<file path="config.mk">
export PLATFORM = sky130hd
export DESIGN_NAME = mtt_monitor_regs
export DESIGN_NICKNAME = d
export VERILOG_FILES = /design/src/design/mtt_pkg.sv /design/src/design/mtt_monitor_regs.sv /design/src/design/mtt_stamp_counter.sv
export SDC_FILE = /design/constraint.sdc
export NUM_CORES = 1
export LEC_CHECK = 0
export BUFFER_PORTS_ARGS = -buffer_cell sky130_fd_sc_hd__buf_2
export CAP_MARGIN = 10
export CORE_MARGIN = 2
export CORE_UTILIZATION = 54
export DETAILED_ROUTE_END_ITERATION = 10
export PLACE_DENSITY = 0.77
export SETUP_SLACK_MARGIN = 0.02
export SLEW_MARGIN = 20
export SYNTH_ARGS = -nofsm -noshare
export SYNTH_HDL_FRONTEND = slang
export SYNTH_HIERARCHICAL = 1
export SYNTH_SLANG_ARGS = --single-unit
</file>
<file path="constraint.sdc">
create_clock -name clk -period 3.4 [get_ports clk]
set_input_delay 0.17 -clock clk [delete_from_list [all_inputs] [get_ports clk]]
set_output_delay 0.17 -clock clk [all_outputs]
set_load 0.02 [all_outputs]
</file>
<file path="src/design/mtt_pkg.sv">
// package: offsets, fields, reset values and carriers of the monitor time tag block
`default_nettype none
package mtt_pkg;
    // ****************************************************************
    // register offsets (word addresses on the host register port)
    // ****************************************************************
    localparam logic [15:0] MTT_OFS_SETUP = 16'h0028;
    localparam logic [15:0] MTT_OFS_BASE = 16'h002F;
    localparam logic [15:0] MTT_OFS_NEXT = 16'h0030;
    localparam logic [15:0] MTT_OFS_LAST = 16'h0031;
    localparam logic [15:0] MTT_OFS_TTCFG = 16'h0039;
    localparam logic [15:0] MTT_OFS_CNT_LO = 16'h003A;
    localparam logic [15:0] MTT_OFS_CNT_MID = 16'h003B;
    localparam logic [15:0] MTT_OFS_CNT_HI = 16'h003C;
    localparam logic [15:0] MTT_OFS_UT_LO = 16'h003D;
    localparam logic [15:0] MTT_OFS_UT_MID = 16'h003E;
    localparam logic [15:0] MTT_OFS_UT_HI = 16'h003F;
    localparam logic [15:0] MTT_OFS_MT_LO = 16'h0040;
    localparam logic [15:0] MTT_OFS_MT_MID = 16'h0041;
    localparam logic [15:0] MTT_OFS_MT_HI = 16'h0042;

    // ****************************************************************
    // fields and reset values
    // ****************************************************************
    localparam int MTT_BIT_TYPE = 0;
    localparam int MTT_BIT_WIDE = 1;
    localparam int MTT_BIT_EXT = 2;
    localparam int MTT_CMD_HI = 15;
    localparam int MTT_CMD_LO = 14;
    localparam logic [15:0] MTT_SETUP_RESET = 16'h0000;
    localparam logic [15:0] MTT_BASE_RESET = 16'h00B0;
    localparam logic [15:0] MTT_ZERO16 = 16'h0000;
    localparam logic [15:0] MTT_TTCFG_WMASK = 16'h3FFF;
    // flags the standard block status word defines; the rest are extended
    localparam logic [15:0] MTT_BSW_DEFINED = 16'hC0FF;
    // time tag command encodings of the counter configuration field
    localparam logic [1:0] MTT_CMD_NONE = 2'h0;
    localparam logic [1:0] MTT_CMD_CLEAR = 2'h1;
    localparam logic [1:0] MTT_CMD_CAPTURE = 2'h2;
    localparam logic [1:0] MTT_CMD_LOAD = 2'h3;
    localparam logic [3:0] MTT_ENTRY_NARROW = 4'h4;
    localparam logic [3:0] MTT_ENTRY_WIDE = 4'h8;

    // ****************************************************************
    // carriers
    // ****************************************************************
    typedef struct packed {
        logic wr;
        logic rd;
        logic [15:0] addr;
        logic [15:0] wdata;
    } mtt_req_t;

    typedef struct packed {
        logic done;
        logic [15:0] first_addr;
        logic [15:0] next_addr;
    } mtt_msg_t;
endpackage
`default_nettype wire

</file>
<file path="src/design/mtt_monitor_regs.sv">
// monitor setup, message pointers and time tag register block
//
// How it works
// (RULE_01) setup bit 2 set: extended flags land in reserved status word bits.
// (RULE_02) setup bit 2 clear: only standard status word flags are recorded.
// (RULE_03) setup bit 1 clear: 16-bit count, four words per message entry.
// (RULE_04) setup bit 1 set: 48-bit count, eight words per message entry.
// (RULE_05) host sets setup bit 0 to choose simple monitor operation.
// (RULE_06) list base register is read/write, resets to 0x00B0.
// (RULE_07) list base keeps its value across monitor soft reset.
// (RULE_08) next pointer is read-only, set at completion, cleared by either reset.
// (RULE_09) next pointer reads zero after reset or base change until completion.
// (RULE_10) last pointer holds first word of last completed message; resets clear it.
// (RULE_11) narrow mode: low count register holds the whole count.
// (RULE_12) wide mode: count spans low, mid and high registers.
// (RULE_13) count registers ignore writes; counter config bits 15-14 command them.
// (RULE_14) a match with the programmed 16/48-bit value raises a pulse.
// (RULE_15) three utility registers are read/write and reset to zero.
// (RULE_16) load copies utility words into the count in one cycle; clear zeroes it.
// (RULE_17) capture copies all count words into utility registers in one cycle.
// (RULE_18) counter adds one per tick and wraps at its width.
// (RULE_19) each command write acts exactly once.
`default_nettype none
module mtt_monitor_regs
    import mtt_pkg::*;
(
    input wire logic clk, // system clock, 200 MHz
    input wire logic rstn, // master reset, synchronous, active low
    input wire mtt_req_t host_req, // host register read/write request
    output logic [15:0] rd_data, // read data, one cycle after rd
    output logic rd_valid, // read data valid pulse
    input wire logic monitor_soft_reset, // monitor soft reset pulse
    input wire logic time_tick, // time base tick pulse
    input wire mtt_msg_t msg, // message completion from monitor engine
    input wire logic [15:0] bsw_raw, // block status word before masking
    input wire logic bsw_valid, // raw status word strobe
    output logic [15:0] bsw_rec, // status word to be recorded
    output logic bsw_rec_valid, // recorded status word strobe
    output logic [3:0] entry_words, // words per command buffer entry
    output logic simple_mode, // simple monitor selected
    output logic wide_stamp, // 48-bit time tag selected
    output logic extended_flag_enable, // extended flags enabled
    output logic stamp_match // count equals match value, pulse
);
    // ****************************************************************
    // state
    // ****************************************************************
    logic [15:0] setup_reg, setup_next;
    logic [15:0] base_reg, base_next;
    logic [15:0] nptr_reg, nptr_next;
    logic [15:0] lptr_reg, lptr_next;
    logic [15:0] ttcfg_reg, ttcfg_next;
    logic [47:0] util_reg, util_next;
    logic [47:0] match_reg, match_next;
    logic [15:0] rdat_reg, rdat_next;
    logic rval_reg, rval_next;
    logic [15:0] bsw_reg, bsw_next;
    logic bswv_reg, bswv_next;
    logic [3:0] entry_reg, entry_next;
    logic hit_reg, hit_next;
    logic mpulse_reg, mpulse_next;
    logic [47:0] count;
    logic [47:0] count_view;
    logic [47:0] match_view;
    logic [1:0] cmd;
    logic cmd_clear, cmd_load, cmd_capture;
    logic wide;

    // address hit, used by every write decode; the read port decodes with a case
    function automatic logic hit(input logic [15:0] addr, input logic [15:0] ofs);
        hit = (addr == ofs);
    endfunction

    assign wide = setup_reg[MTT_BIT_WIDE];
    // command field of a write to the counter configuration; one action per write
    assign cmd = (host_req.wr && hit(host_req.addr, MTT_OFS_TTCFG)) ?
        host_req.wdata[MTT_CMD_HI:MTT_CMD_LO] : MTT_CMD_NONE; // see (RULE_13) (RULE_19)
    assign cmd_clear = (cmd == MTT_CMD_CLEAR);
    assign cmd_load = (cmd == MTT_CMD_LOAD);
    assign cmd_capture = (cmd == MTT_CMD_CAPTURE);
    // narrow mode shows only the low word; upper words read zero
    assign count_view = wide ? count : {32'h0, count[15:0]}; // see (RULE_11) (RULE_12)
    assign match_view = wide ? match_reg : {32'h0, match_reg[15:0]};

    // ****************************************************************
    // time tag counter
    // ****************************************************************
    mtt_stamp_counter u_counter (
        .clk(clk),
        .rstn(rstn),
        .tick(time_tick),
        .wide(wide),
        .do_clear(cmd_clear),
        .do_load(cmd_load),
        .load_val(util_reg),
        .count(count)
    );

    // ****************************************************************
    // register next values
    // ****************************************************************
    // message completion wins over a base write in the same cycle
    always_comb begin
        setup_next = setup_reg;
        base_next = base_reg;
        nptr_next = nptr_reg;
        lptr_next = lptr_reg;
        ttcfg_next = ttcfg_reg;
        util_next = util_reg;
        match_next = match_reg;
        if (host_req.wr) begin
            if (hit(host_req.addr, MTT_OFS_SETUP)) begin
                setup_next = host_req.wdata; // host sets bit 0 for simple mode, see (RULE_05)
            end
            if (hit(host_req.addr, MTT_OFS_BASE)) begin
                base_next = host_req.wdata; // see (RULE_06)
                nptr_next = MTT_ZERO16; // see (RULE_09)
            end
            if (hit(host_req.addr, MTT_OFS_TTCFG)) begin
                ttcfg_next = host_req.wdata & MTT_TTCFG_WMASK;
            end
            if (hit(host_req.addr, MTT_OFS_UT_LO)) begin
                util_next[15:0] = host_req.wdata; // see (RULE_15)
            end
            if (hit(host_req.addr, MTT_OFS_UT_MID)) begin
                util_next[31:16] = host_req.wdata; // see (RULE_15)
            end
            if (hit(host_req.addr, MTT_OFS_UT_HI)) begin
                util_next[47:32] = host_req.wdata; // see (RULE_15)
            end
            if (hit(host_req.addr, MTT_OFS_MT_LO)) begin
                match_next[15:0] = host_req.wdata;
            end
            if (hit(host_req.addr, MTT_OFS_MT_MID)) begin
                match_next[31:16] = host_req.wdata;
            end
            if (hit(host_req.addr, MTT_OFS_MT_HI)) begin
                match_next[47:32] = host_req.wdata;
            end
            // writes to the count addresses fall through untouched, see (RULE_13)
        end
        if (cmd_capture) begin
            util_next = count_view; // see (RULE_17)
        end
        // soft reset clears pointers only; the base survives, see (RULE_07)
        if (monitor_soft_reset) begin
            nptr_next = MTT_ZERO16; // see (RULE_08)
            lptr_next = MTT_ZERO16; // see (RULE_10)
        end
        if (msg.done) begin
            nptr_next = msg.next_addr; // see (RULE_08)
            lptr_next = msg.first_addr; // see (RULE_10)
        end
    end

    // ****************************************************************
    // read port, status word path, entry size and match
    // ****************************************************************
    // unmapped addresses read zero; read data is always registered
    always_comb begin
        rdat_next = MTT_ZERO16;
        rval_next = host_req.rd;
        if (host_req.rd) begin
            unique case (host_req.addr)
                MTT_OFS_SETUP: rdat_next = setup_reg;
                MTT_OFS_BASE: rdat_next = base_reg;
                MTT_OFS_NEXT: rdat_next = nptr_reg;
                MTT_OFS_LAST: rdat_next = lptr_reg;
                MTT_OFS_TTCFG: rdat_next = ttcfg_reg;
                MTT_OFS_CNT_LO: rdat_next = count_view[15:0]; // see (RULE_11)
                MTT_OFS_CNT_MID: rdat_next = count_view[31:16]; // see (RULE_12)
                MTT_OFS_CNT_HI: rdat_next = count_view[47:32]; // see (RULE_12)
                MTT_OFS_UT_LO: rdat_next = util_reg[15:0];
                MTT_OFS_UT_MID: rdat_next = util_reg[31:16];
                MTT_OFS_UT_HI: rdat_next = util_reg[47:32];
                MTT_OFS_MT_LO: rdat_next = match_reg[15:0];
                MTT_OFS_MT_MID: rdat_next = match_reg[31:16];
                MTT_OFS_MT_HI: rdat_next = match_reg[47:32];
                default: rdat_next = MTT_ZERO16;
            endcase
        end
        // reserved positions are used only with the extended flags on
        bsw_next = setup_reg[MTT_BIT_EXT] ? bsw_raw
            : (bsw_raw & MTT_BSW_DEFINED); // see (RULE_01) (RULE_02)
        bswv_next = bsw_valid;
        entry_next = wide ? MTT_ENTRY_WIDE : MTT_ENTRY_NARROW; // see (RULE_03) (RULE_04)
        // level compare, edge taken so a parked count fires once
        hit_next = (count_view == match_view); // see (RULE_14)
        mpulse_next = hit_next && !hit_reg;
    end

    always_ff @(posedge clk) begin
        if (!rstn) begin
            setup_reg <= MTT_SETUP_RESET;
            base_reg <= MTT_BASE_RESET;
            nptr_reg <= MTT_ZERO16;
            lptr_reg <= MTT_ZERO16;
            ttcfg_reg <= MTT_ZERO16;
            util_reg <= 48'h0;
            match_reg <= 48'h0;
            rdat_reg <= MTT_ZERO16;
            rval_reg <= 1'b0;
            bsw_reg <= MTT_ZERO16;
            bswv_reg <= 1'b0;
            entry_reg <= MTT_ENTRY_NARROW;
            hit_reg <= 1'b1;
            mpulse_reg <= 1'b0;
        end else begin
            setup_reg <= setup_next;
            base_reg <= base_next;
            nptr_reg <= nptr_next;
            lptr_reg <= lptr_next;
            ttcfg_reg <= ttcfg_next;
            util_reg <= util_next;
            match_reg <= match_next;
            rdat_reg <= rdat_next;
            rval_reg <= rval_next;
            bsw_reg <= bsw_next;
            bswv_reg <= bswv_next;
            entry_reg <= entry_next;
            hit_reg <= hit_next;
            mpulse_reg <= mpulse_next;
        end
    end

    assign rd_data = rdat_reg;
    assign rd_valid = rval_reg;
    assign bsw_rec = bsw_reg;
    assign bsw_rec_valid = bswv_reg;
    assign entry_words = entry_reg;
    assign simple_mode = setup_reg[MTT_BIT_TYPE];
    assign wide_stamp = setup_reg[MTT_BIT_WIDE];
    assign extended_flag_enable = setup_reg[MTT_BIT_EXT];
    assign stamp_match = mpulse_reg;

    // ****************************************************************
    // assertions
    // ****************************************************************
    property p_base_reset;
        @(posedge clk) !rstn |=> (base_reg == MTT_BASE_RESET);
    endproperty
    a_base_reset: assert property (p_base_reset) // see (RULE_06)
        else $error("base not 0x00B0 after reset");

    property p_base_soft;
        @(posedge clk) disable iff (!rstn)
        (monitor_soft_reset && !host_req.wr) |=> $stable(base_reg);
    endproperty
    a_base_soft: assert property (p_base_soft) // see (RULE_07)
        else $error("base changed by soft reset");

    property p_next_soft;
        @(posedge clk) disable iff (!rstn)
        (monitor_soft_reset && !msg.done) |=> (nptr_reg == 16'h0000) && (lptr_reg == 16'h0000);
    endproperty
    a_next_soft: assert property (p_next_soft) // see (RULE_08)
        else $error("pointers not cleared");

    property p_next_base;
        @(posedge clk) disable iff (!rstn)
        (host_req.wr && hit(host_req.addr, MTT_OFS_BASE) && !msg.done)
        ##1 (!msg.done)[*2] |-> (nptr_reg == 16'h0000);
    endproperty
    a_next_base: assert property (p_next_base) // see (RULE_09)
        else $error("next pointer not zero");

    property p_last_upd;
        @(posedge clk) disable iff (!rstn)
        msg.done |=> (lptr_reg == $past(msg.first_addr)) && (nptr_reg == $past(msg.next_addr));
    endproperty
    a_last_upd: assert property (p_last_upd) // see (RULE_10)
        else $error("pointers not updated");

    property p_count_ro;
        @(posedge clk) disable iff (!rstn)
        (host_req.wr && hit(host_req.addr, MTT_OFS_CNT_LO) && !time_tick) |=> $stable(count);
    endproperty
    a_count_ro: assert property (p_count_ro) // see (RULE_13)
        else $error("count took a direct write");

    property p_narrow;
        @(posedge clk) disable iff (!rstn)
        (!wide && !$past(wide)) |-> (count[47:16] == 32'h0);
    endproperty
    a_narrow: assert property (p_narrow) // see (RULE_03)
        else $error("narrow count exceeds 16 bits");

    property p_load;
        @(posedge clk) disable iff (!rstn)
        (cmd_load && wide) |=> (count == $past(util_reg));
    endproperty
    a_load: assert property (p_load) else $error("load did not copy all words"); // see (RULE_16)

    property p_capture;
        @(posedge clk) disable iff (!rstn)
        cmd_capture |=> (util_reg == $past(count_view));
    endproperty
    a_capture: assert property (p_capture) // see (RULE_17)
        else $error("capture not simultaneous");

    property p_tick;
        @(posedge clk) disable iff (!rstn)
        (time_tick && wide && cmd == MTT_CMD_NONE) |=> (count == $past(count) + 48'h1);
    endproperty
    a_tick: assert property (p_tick) else $error("tick did not add one"); // see (RULE_18)

    property p_bsw;
        @(posedge clk) disable iff (!rstn)
        (bsw_valid && !setup_reg[MTT_BIT_EXT]) |=>
            bsw_rec_valid && ((bsw_rec & ~MTT_BSW_DEFINED) == 16'h0);
    endproperty
    a_bsw: assert property (p_bsw) else $error("reserved flags recorded"); // see (RULE_02)

    property p_entry;
        @(posedge clk) disable iff (!rstn)
        ##1 $stable(wide) |-> (entry_words == (wide ? MTT_ENTRY_WIDE : MTT_ENTRY_NARROW));
    endproperty
    a_entry: assert property (p_entry) else $error("entry size mismatch"); // see (RULE_04)

    property p_match;
        @(posedge clk) disable iff (!rstn)
        stamp_match |-> ($past(count_view) == $past(match_view));
    endproperty
    a_match: assert property (p_match) // see (RULE_14)
        else $error("match pulse without equality");

    c_load: cover property (@(posedge clk) disable iff (!rstn) cmd_load && wide);
    c_capture: cover property (@(posedge clk) disable iff (!rstn) cmd_capture);
    c_msg: cover property (@(posedge clk) disable iff (!rstn) msg.done ##1 monitor_soft_reset);
    c_match: cover property (@(posedge clk) disable iff (!rstn) stamp_match);
endmodule
`default_nettype wire

</file>
<file path="src/design/mtt_stamp_counter.sv">
// time tag counter: 16 or 48 bits, clear, load and tick
`default_nettype none
module mtt_stamp_counter
    import mtt_pkg::*;
(
    input wire logic clk, // system clock
    input wire logic rstn, // synchronous reset, active low
    input wire logic tick, // one-cycle time base pulse
    input wire logic wide, // 48-bit mode
    input wire logic do_clear, // clear pulse
    input wire logic do_load, // load pulse
    input wire logic [47:0] load_val, // value from the utility triplet
    output logic [47:0] count // current count
);
    logic [47:0] cnt_reg;
    logic [47:0] cnt_next;
    logic [15:0] low_inc;

    // ****************************************************************
    // next count
    // ****************************************************************
    // clear and load win over a tick in the same cycle, so the host value is exact
    always_comb begin
        low_inc = cnt_reg[15:0] + 16'h0001;
        // narrow mode drops the upper words, so a switch from wide never leaves stale bits
        cnt_next = wide ? cnt_reg : {32'h0, cnt_reg[15:0]}; // see (RULE_03)
        if (do_clear) begin
            cnt_next = 48'h0; // see (RULE_16)
        end else if (do_load) begin
            // all three words land on one edge, never torn
            cnt_next = wide ? load_val : {32'h0, load_val[15:0]}; // see (RULE_16)
        end else if (tick) begin
            if (wide) begin
                cnt_next = cnt_reg + 48'h1; // see (RULE_04) (RULE_18)
            end else begin
                cnt_next = {32'h0, low_inc}; // see (RULE_03) (RULE_18)
            end
        end
    end

    always_ff @(posedge clk) begin
        if (!rstn) begin
            cnt_reg <= 48'h0;
        end else begin
            cnt_reg <= cnt_next;
        end
    end

    assign count = cnt_reg;
endmodule
`default_nettype wire

</file>
# Yosys cells after proc, flatten, opt, wreduce, memory -nomap -nowiden
# Cells that the tools add are included.
[word_totals]
ff_bits = 262
[op_classes]
n_addsub = 2
n_bitwise = 1
n_eq_ne = 18
n_reduce_logical = 23
mux = 20
[op_table]
columns = ["operator", "count"]
rows = [
  ["48-bit 2-to-1 mux", 8],
  ["16-bit case mux with 14 select lines", 1],
  ["16-bit by 6-bit equality test with 1-bit output (second input constant)", 11],
  ["16-bit 2-to-1 mux", 9],
  ["48-bit by 1-bit adder with 48-bit output (second input constant)", 1],
  ["16-bit by 7-bit equality test with 1-bit output (second input constant)", 3],
  ["48-bit equality test", 1],
  ["2-bit AND reduction", 12],
  ["16-bit by 1-bit adder with 16-bit output (second input constant)", 1],
  ["2-bit nonzero test", 5],
  ["3-bit nonzero test", 2],
  ["2-bit equality test (second input constant)", 2],
  ["4-bit 2-to-1 mux", 1],
  ["2-bit by 1-bit equality test with 1-bit output (second input constant)", 1],
  ["1-bit logical AND", 2],
  ["2-bit 2-to-1 mux", 1],
  ["2-bit OR reduction", 1],
  ["1-bit zero test", 1],
  ["1-bit NOT", 1],
]

# Depth between registers and ports, before layout
[logic_depth]
word_depth = 6
depth_mapped = 16

# By module
# The synthesis kept the hierarchy.
[modules_own_cells]
columns = ["module", "n_inst", "area_each_um2", "cells_each", "seq_area_each_um2"]
rows = [
  ["mtt_monitor_regs", 1, 10437.5, 1218, 4244.1],
  ["mtt_stamp_counter", 1, 2997.9, 395, 960.9],
]

# Worst setup path after synthesis
# No wires, ideal clock.
[synth_path]
path_kind = "input port to flip-flop"
start = "input host_req[29] (netlist name)"
end = "register u_counter.cnt_reg[41] (netlist: u_counter/count[41])"
t_required_ns = 3.280
cell_stages = 15
path_buffers = 6
setup_ns = 0.120
arrival_ns = 3.091
path_slack_ns = 0.190
cell_sequence = "or4_4 > buf_6 > or2_1 > buf_6 > nor2_2 > and2_1 > clkbuf_2 > buf_2 > and3_1 > clkbuf_1 > and4bb_2 > clkbuf_1 > o2111ai_1 > o21ai_0 > a211o_1"
[synth_via]
elab_chain_cells = 5
word_cells_on_any_way = 7
[synth_rtl]
columns = ["element", "line", "source"]
rows = [
  ["from (decl)", "mtt_monitor_regs.sv:29", "input wire mtt_req_t host_req,"],
  ["16-bit by 6-bit equality test with 1-bit output", "mtt_monitor_regs.sv:71", "hit = (addr == ofs);"],
  ["1-bit logical AND", "mtt_monitor_regs.sv:76", "assign cmd = (host_req.wr && hit(host_req.addr, MTT_OFS_TTCFG)) ?"],
  ["2-bit 2-to-1 mux", "mtt_monitor_regs.sv:76", ""],
  ["2-bit equality test", "mtt_monitor_regs.sv:79", "assign cmd_load = (cmd == MTT_CMD_LOAD);"],
  ["via cmd_load", "mtt_monitor_regs.sv:66", "logic cmd_clear, cmd_load, cmd_capture;"],
  ["48-bit 2-to-1 mux", "mtt_stamp_counter.sv:29", "end else if (do_load) begin"],
  ["to (signal assigned)", "mtt_stamp_counter.sv:45", "cnt_reg <= cnt_next;"],
  ["to (decl)", "mtt_stamp_counter.sv:15", "logic [47:0] cnt_reg;"],
]
# The timed path passes the listed nets, and every way through them passes these cells.
# A chain may end at the register's enable or synchronous reset.

# Worst setup path in the final report
[layout_path]
start = "register u_counter.cnt_reg[10] (netlist: u_counter/count[10])"
end = "register u_counter.cnt_reg[39] (netlist: u_counter/count[39])"
[layout_via]
elab_chain_cells = 4
[layout_rtl]
columns = ["element", "line", "source"]
rows = [
  ["48-bit by 1-bit adder with 48-bit output", "mtt_stamp_counter.sv:34", "cnt_next = cnt_reg + 48'h1;"],
  ["48-bit 2-to-1 mux", "mtt_stamp_counter.sv:33", "if (wide) begin"],
  ["48-bit 2-to-1 mux", "mtt_stamp_counter.sv:32", "end else if (tick) begin"],
  ["48-bit 2-to-1 mux", "mtt_stamp_counter.sv:29", ""],
]
# Every way passes these cells.

==> results.txt <==
- Summed over all cells, the static leakage comes to 5.944 nW.
- The smallest clock period supported by the final layout is computed as 2817 ps.
* Result of the run: complete, no violations
- From synthesis to final layout, the design area changed by 18.63%.
- Power spread over the standard cell area amounts to 422.8 nW/um^2.
- By startpoint and endpoint, the worst setup path is classified as flop to flop.
* Placeable core area: 24390 sq um
* Number of unique standard cell types used by synthesis: 81
* Quantity of I/O buffers inserted on ports: 127
* Primary flip-flop cell chosen by synthesis mapping: dfxtp_1
- The initial utilization of the core area, before any placement, comes to 55.08%.
- The number of antenna violations at the first check in global routing was 3.
- After filler insertion, the fill cell instance count of the layout stands at 2094.
- Overall power consumption after layout is estimated at 6.738 mW.
- Number of max-cap violations: 0
* Die Footprint: 26160 sq um
* Number of synthesized flops with an enable pin: 0
* Part of the Yosys area used for sequential elements: 38.74%
- Summed over all layers, the routed wires come to 56.44 mm.
- Crit path arrival time: 3280 ps
- After clock tree synthesis, the clock-pin slew on the worst setup and hold paths is 60 ps.
* CTS sink cnt: 260
- Reg-to-reg slack, setup: 580 ps
- Global-route usage over all layers: 41.68%
- Pin count of the biggest net entering global routing: 110
- For this run the aggregate overflow at the end of global routing stands at 0.
- Non-filler cells, final: 2106
- Once detail routing completed, the nets flagged for antenna violations numbered 0.
- For this block, the via count after detailed routing is 13930.
- TritonRoute pass-1 iters: 6
* Share of synthesized flip-flops with an asynchronous set or reset: 0%
- Site row count: 57
* Total setup buffers inserted after CTS: 0
- Global placement routability congestion: 1.066
- STA classifies the critical path endpoint as a flop.
* Avg WL per Cell: 26.80 um
- Summing every instance area after synthesis gives 13440 sq um.
- Derived from the worst setup path, the maximum achievable clock frequency is 0.3550 GHz.
* Largest clock skew in the final design: 26.13 ps
- Max-slew violations: 0
- # nets final: 1850
- Number of DRC violations after detailed routing: 0
- The die is 161.7 um wide.
* Root Buffer Master: clkbuf_16
- Setup violations remaining at the end of the flow were counted as 0.
- Worst voltage drop across the vdd grid: 0.4072 mV
- Later-pin clock latency in the skew report: 570 ps
- Share of layout cells above drive strength 1: 15.33%
* Vias in the first global route: 12680
- Mean cell area of the mapped netlist: 8.329 sq um
- Total CTS buffers: 28
* Count of endpoints failing hold in the final timing report: 0
* Post-CTS Hold Buffers: 51
- Required @ worst endpoint: 3860 ps
- Setup total negative slack: 0 ps
* First-pass GRT wire length: 81.68 mm
- After technology mapping, the gate count stands at 1613.
- Setup repair after global routing left no endpoint under its margin.
* CTS H-tree depth: 1
- Dividing the final minimum period by the clock period gives 82.86%.
* Placed Cells: 2004
- After detailed routing, the number of vias per cell comes to 6.613.
- The floorplan step set the die height to 161.7 um.
- Final hold slack: 38.83 ps
* CTS tree: done
* Post-cts sizing count: 0
- Setup crit start kind: flop
- At the end of the flow the core is filled with cells to 65.35%.
- Transition time of the tightest slew-check pin: 1029 ps
- Violation count after the first detailed-routing iteration: 2249
- Clock Tree Buf Depth: 3
- Detailed placement ended at an HPWL of 39.65 mm.
- Worst hold-check path type: input port to flop
* Largest driver fanout on the critical path: 7
- Worst rel slew slack: 31.43%
* Number of top-level pins: 130
- Yosys synthesis warning count: 6
- Post-synthesis register bit count: 260
[Yosys cell counts, types with 3 or more instances]
cell type	instances	area [sq um]
o21ai_0	56	280.3
dfxtp_1	260	5205
a21oi_1	80	400.4
xnor2_1	34	297.8
a21boi_0	90	675.7
a22o_1	16	140.1
a41oi_1	7	61.31
o22ai_1	11	68.82
a211oi_1	5	37.54
clkbuf_2	4	20.02
nand2b_1	6	37.54
nor3_1	31	155.2
nand3_1	37	185.2
buf_4	4	30.03
nor2_1	42	157.7
a31oi_1	11	68.82
o211a_1	15	150.1
a2bb2oi_1	4	35.03
or4_1	4	30.03
nor4_1	33	206.5
a222oi_1	17	170.2
inv_1	8	30.03
a32o_1	5	50.05
o21ai_1	7	35.03
and4_1	8	70.07
buf_1	8	30.03
a221oi_1	22	192.7
nand4_1	26	162.7
xor2_1	46	402.9
a21o_1	4	30.03
and2_1	56	350.3
nor2b_1	36	225.2
clkbuf_1	89	334.1
a22oi_1	47	352.8
and3_1	26	162.7
nor4_2	3	37.54
or3_1	4	25.02
nand2_1	289	1085
buf_6	5	56.30
mux2i_1	58	580.6
buf_2	25	125.1
a32oi_1	3	26.28
nor3b_1	23	172.7
[worst paths after layout]
path	startpoint	to	cells past startpoint
hold reg to reg	hit_reg$_SDFF_PN1_	stamp_match$_SDFF_PN0_	1
hold / removal	host_req[5]	setup_reg[5]$_SDFFE_PN0P_	3
setup reg to reg	u_counter/count[10]$_SDFFE_PP0P_	u_counter/count[39]$_SDFFE_PP0P_	5
setup / recovery	u_counter/count[10]$_SDFFE_PP0P_	u_counter/count[39]$_SDFFE_PP0P_	5
[metal layers]
metal	up-vias	wire length, um	track usage [%]	part of all wire [%]
met5	-	0	0	0
met4	0	3039	17.86	5.4
met3	213	6961	9.295	12
met2	1029	24830	64.86	44
met1	6576	21610	56.00	38
li1	6108	-	-	-
[stage by stage]
| stage | setup slack [ps] | area (sq um) |
|---|---|---|
| 4_1_cts | 734.0 | 15940 |
| 2_1_floorplan | 189.6 | 13440 |
| 3_3_place_gp | 500.4 | 14460 |
| 5_1_grt | 635.7 | 15940 |
| 6_report | 582.8 | 15940 |
| 3_5_place_dp | 412.0 | 14460 |
[layout by cell type, fill, tap and decap left out, types with 42 or more instances in the layout]
| cell type | netlist | routed |
|---|---|---|
| nand2_1 | 289 | 289 |
| dfxtp_1 | 260 | 260 |
| buf_2 | 25 | 126 |
| a21boi_0 | 90 | 90 |
| a21oi_1 | 80 | 80 |
| buf_4 | 4 | 74 |
| mux2i_1 | 58 | 58 |
| and2_1 | 56 | 56 |
| o21ai_0 | 56 | 56 |
| dlygate4sd3_1 | 0 | 51 |
| a22oi_1 | 47 | 47 |
| xor2_1 | 46 | 46 |
| nor2_1 | 42 | 42 |
[worst max-delay path, stage by stage (launching register included)]
cell,delay (ps)
dfxtp_1,560
and4_1,470
nor4bb_1,600
nor4bb_1,750
mux2i_1,180
a21o_1,180
[cells by family after synthesis]
group / share of synthesized area, %
flops: 38.74
simple gates: 25.24
xor+xnor: 5.215
mux: 4.405
other cells: 0.02791
fa+ha+maj: 0.09311
compound gates: 21.62
buf+inv: 4.656
[cell type report]
type | count | area, sq um | area share, %
sequential | 260 | 5205 | 32.66
clock buffer | 36 | 782.0 | 4.906
timing repair buffer | 252 | 1717 | 10.77
inverter | 8 | 30.03 | 0.1884
tap | 324 | 405.4 | 2.543
antenna | 1 | 2.502 | 0.01570
multi-input combinational | 1211 | 7617 | 47.79
clock inverter | 14 | 180.2 | 1.130
[where the power goes]
part | switching (mW) | internal (mW) | total, mW
registers | 0.0261 | 3.08 | 3.10
logic | 0.256 | 0.160 | 0.416
clock network | 1.30 | 1.92 | 3.22
total | 1.58 | 5.16 | 6.74
No activity file was read; power rests on OpenSTA's default activity.
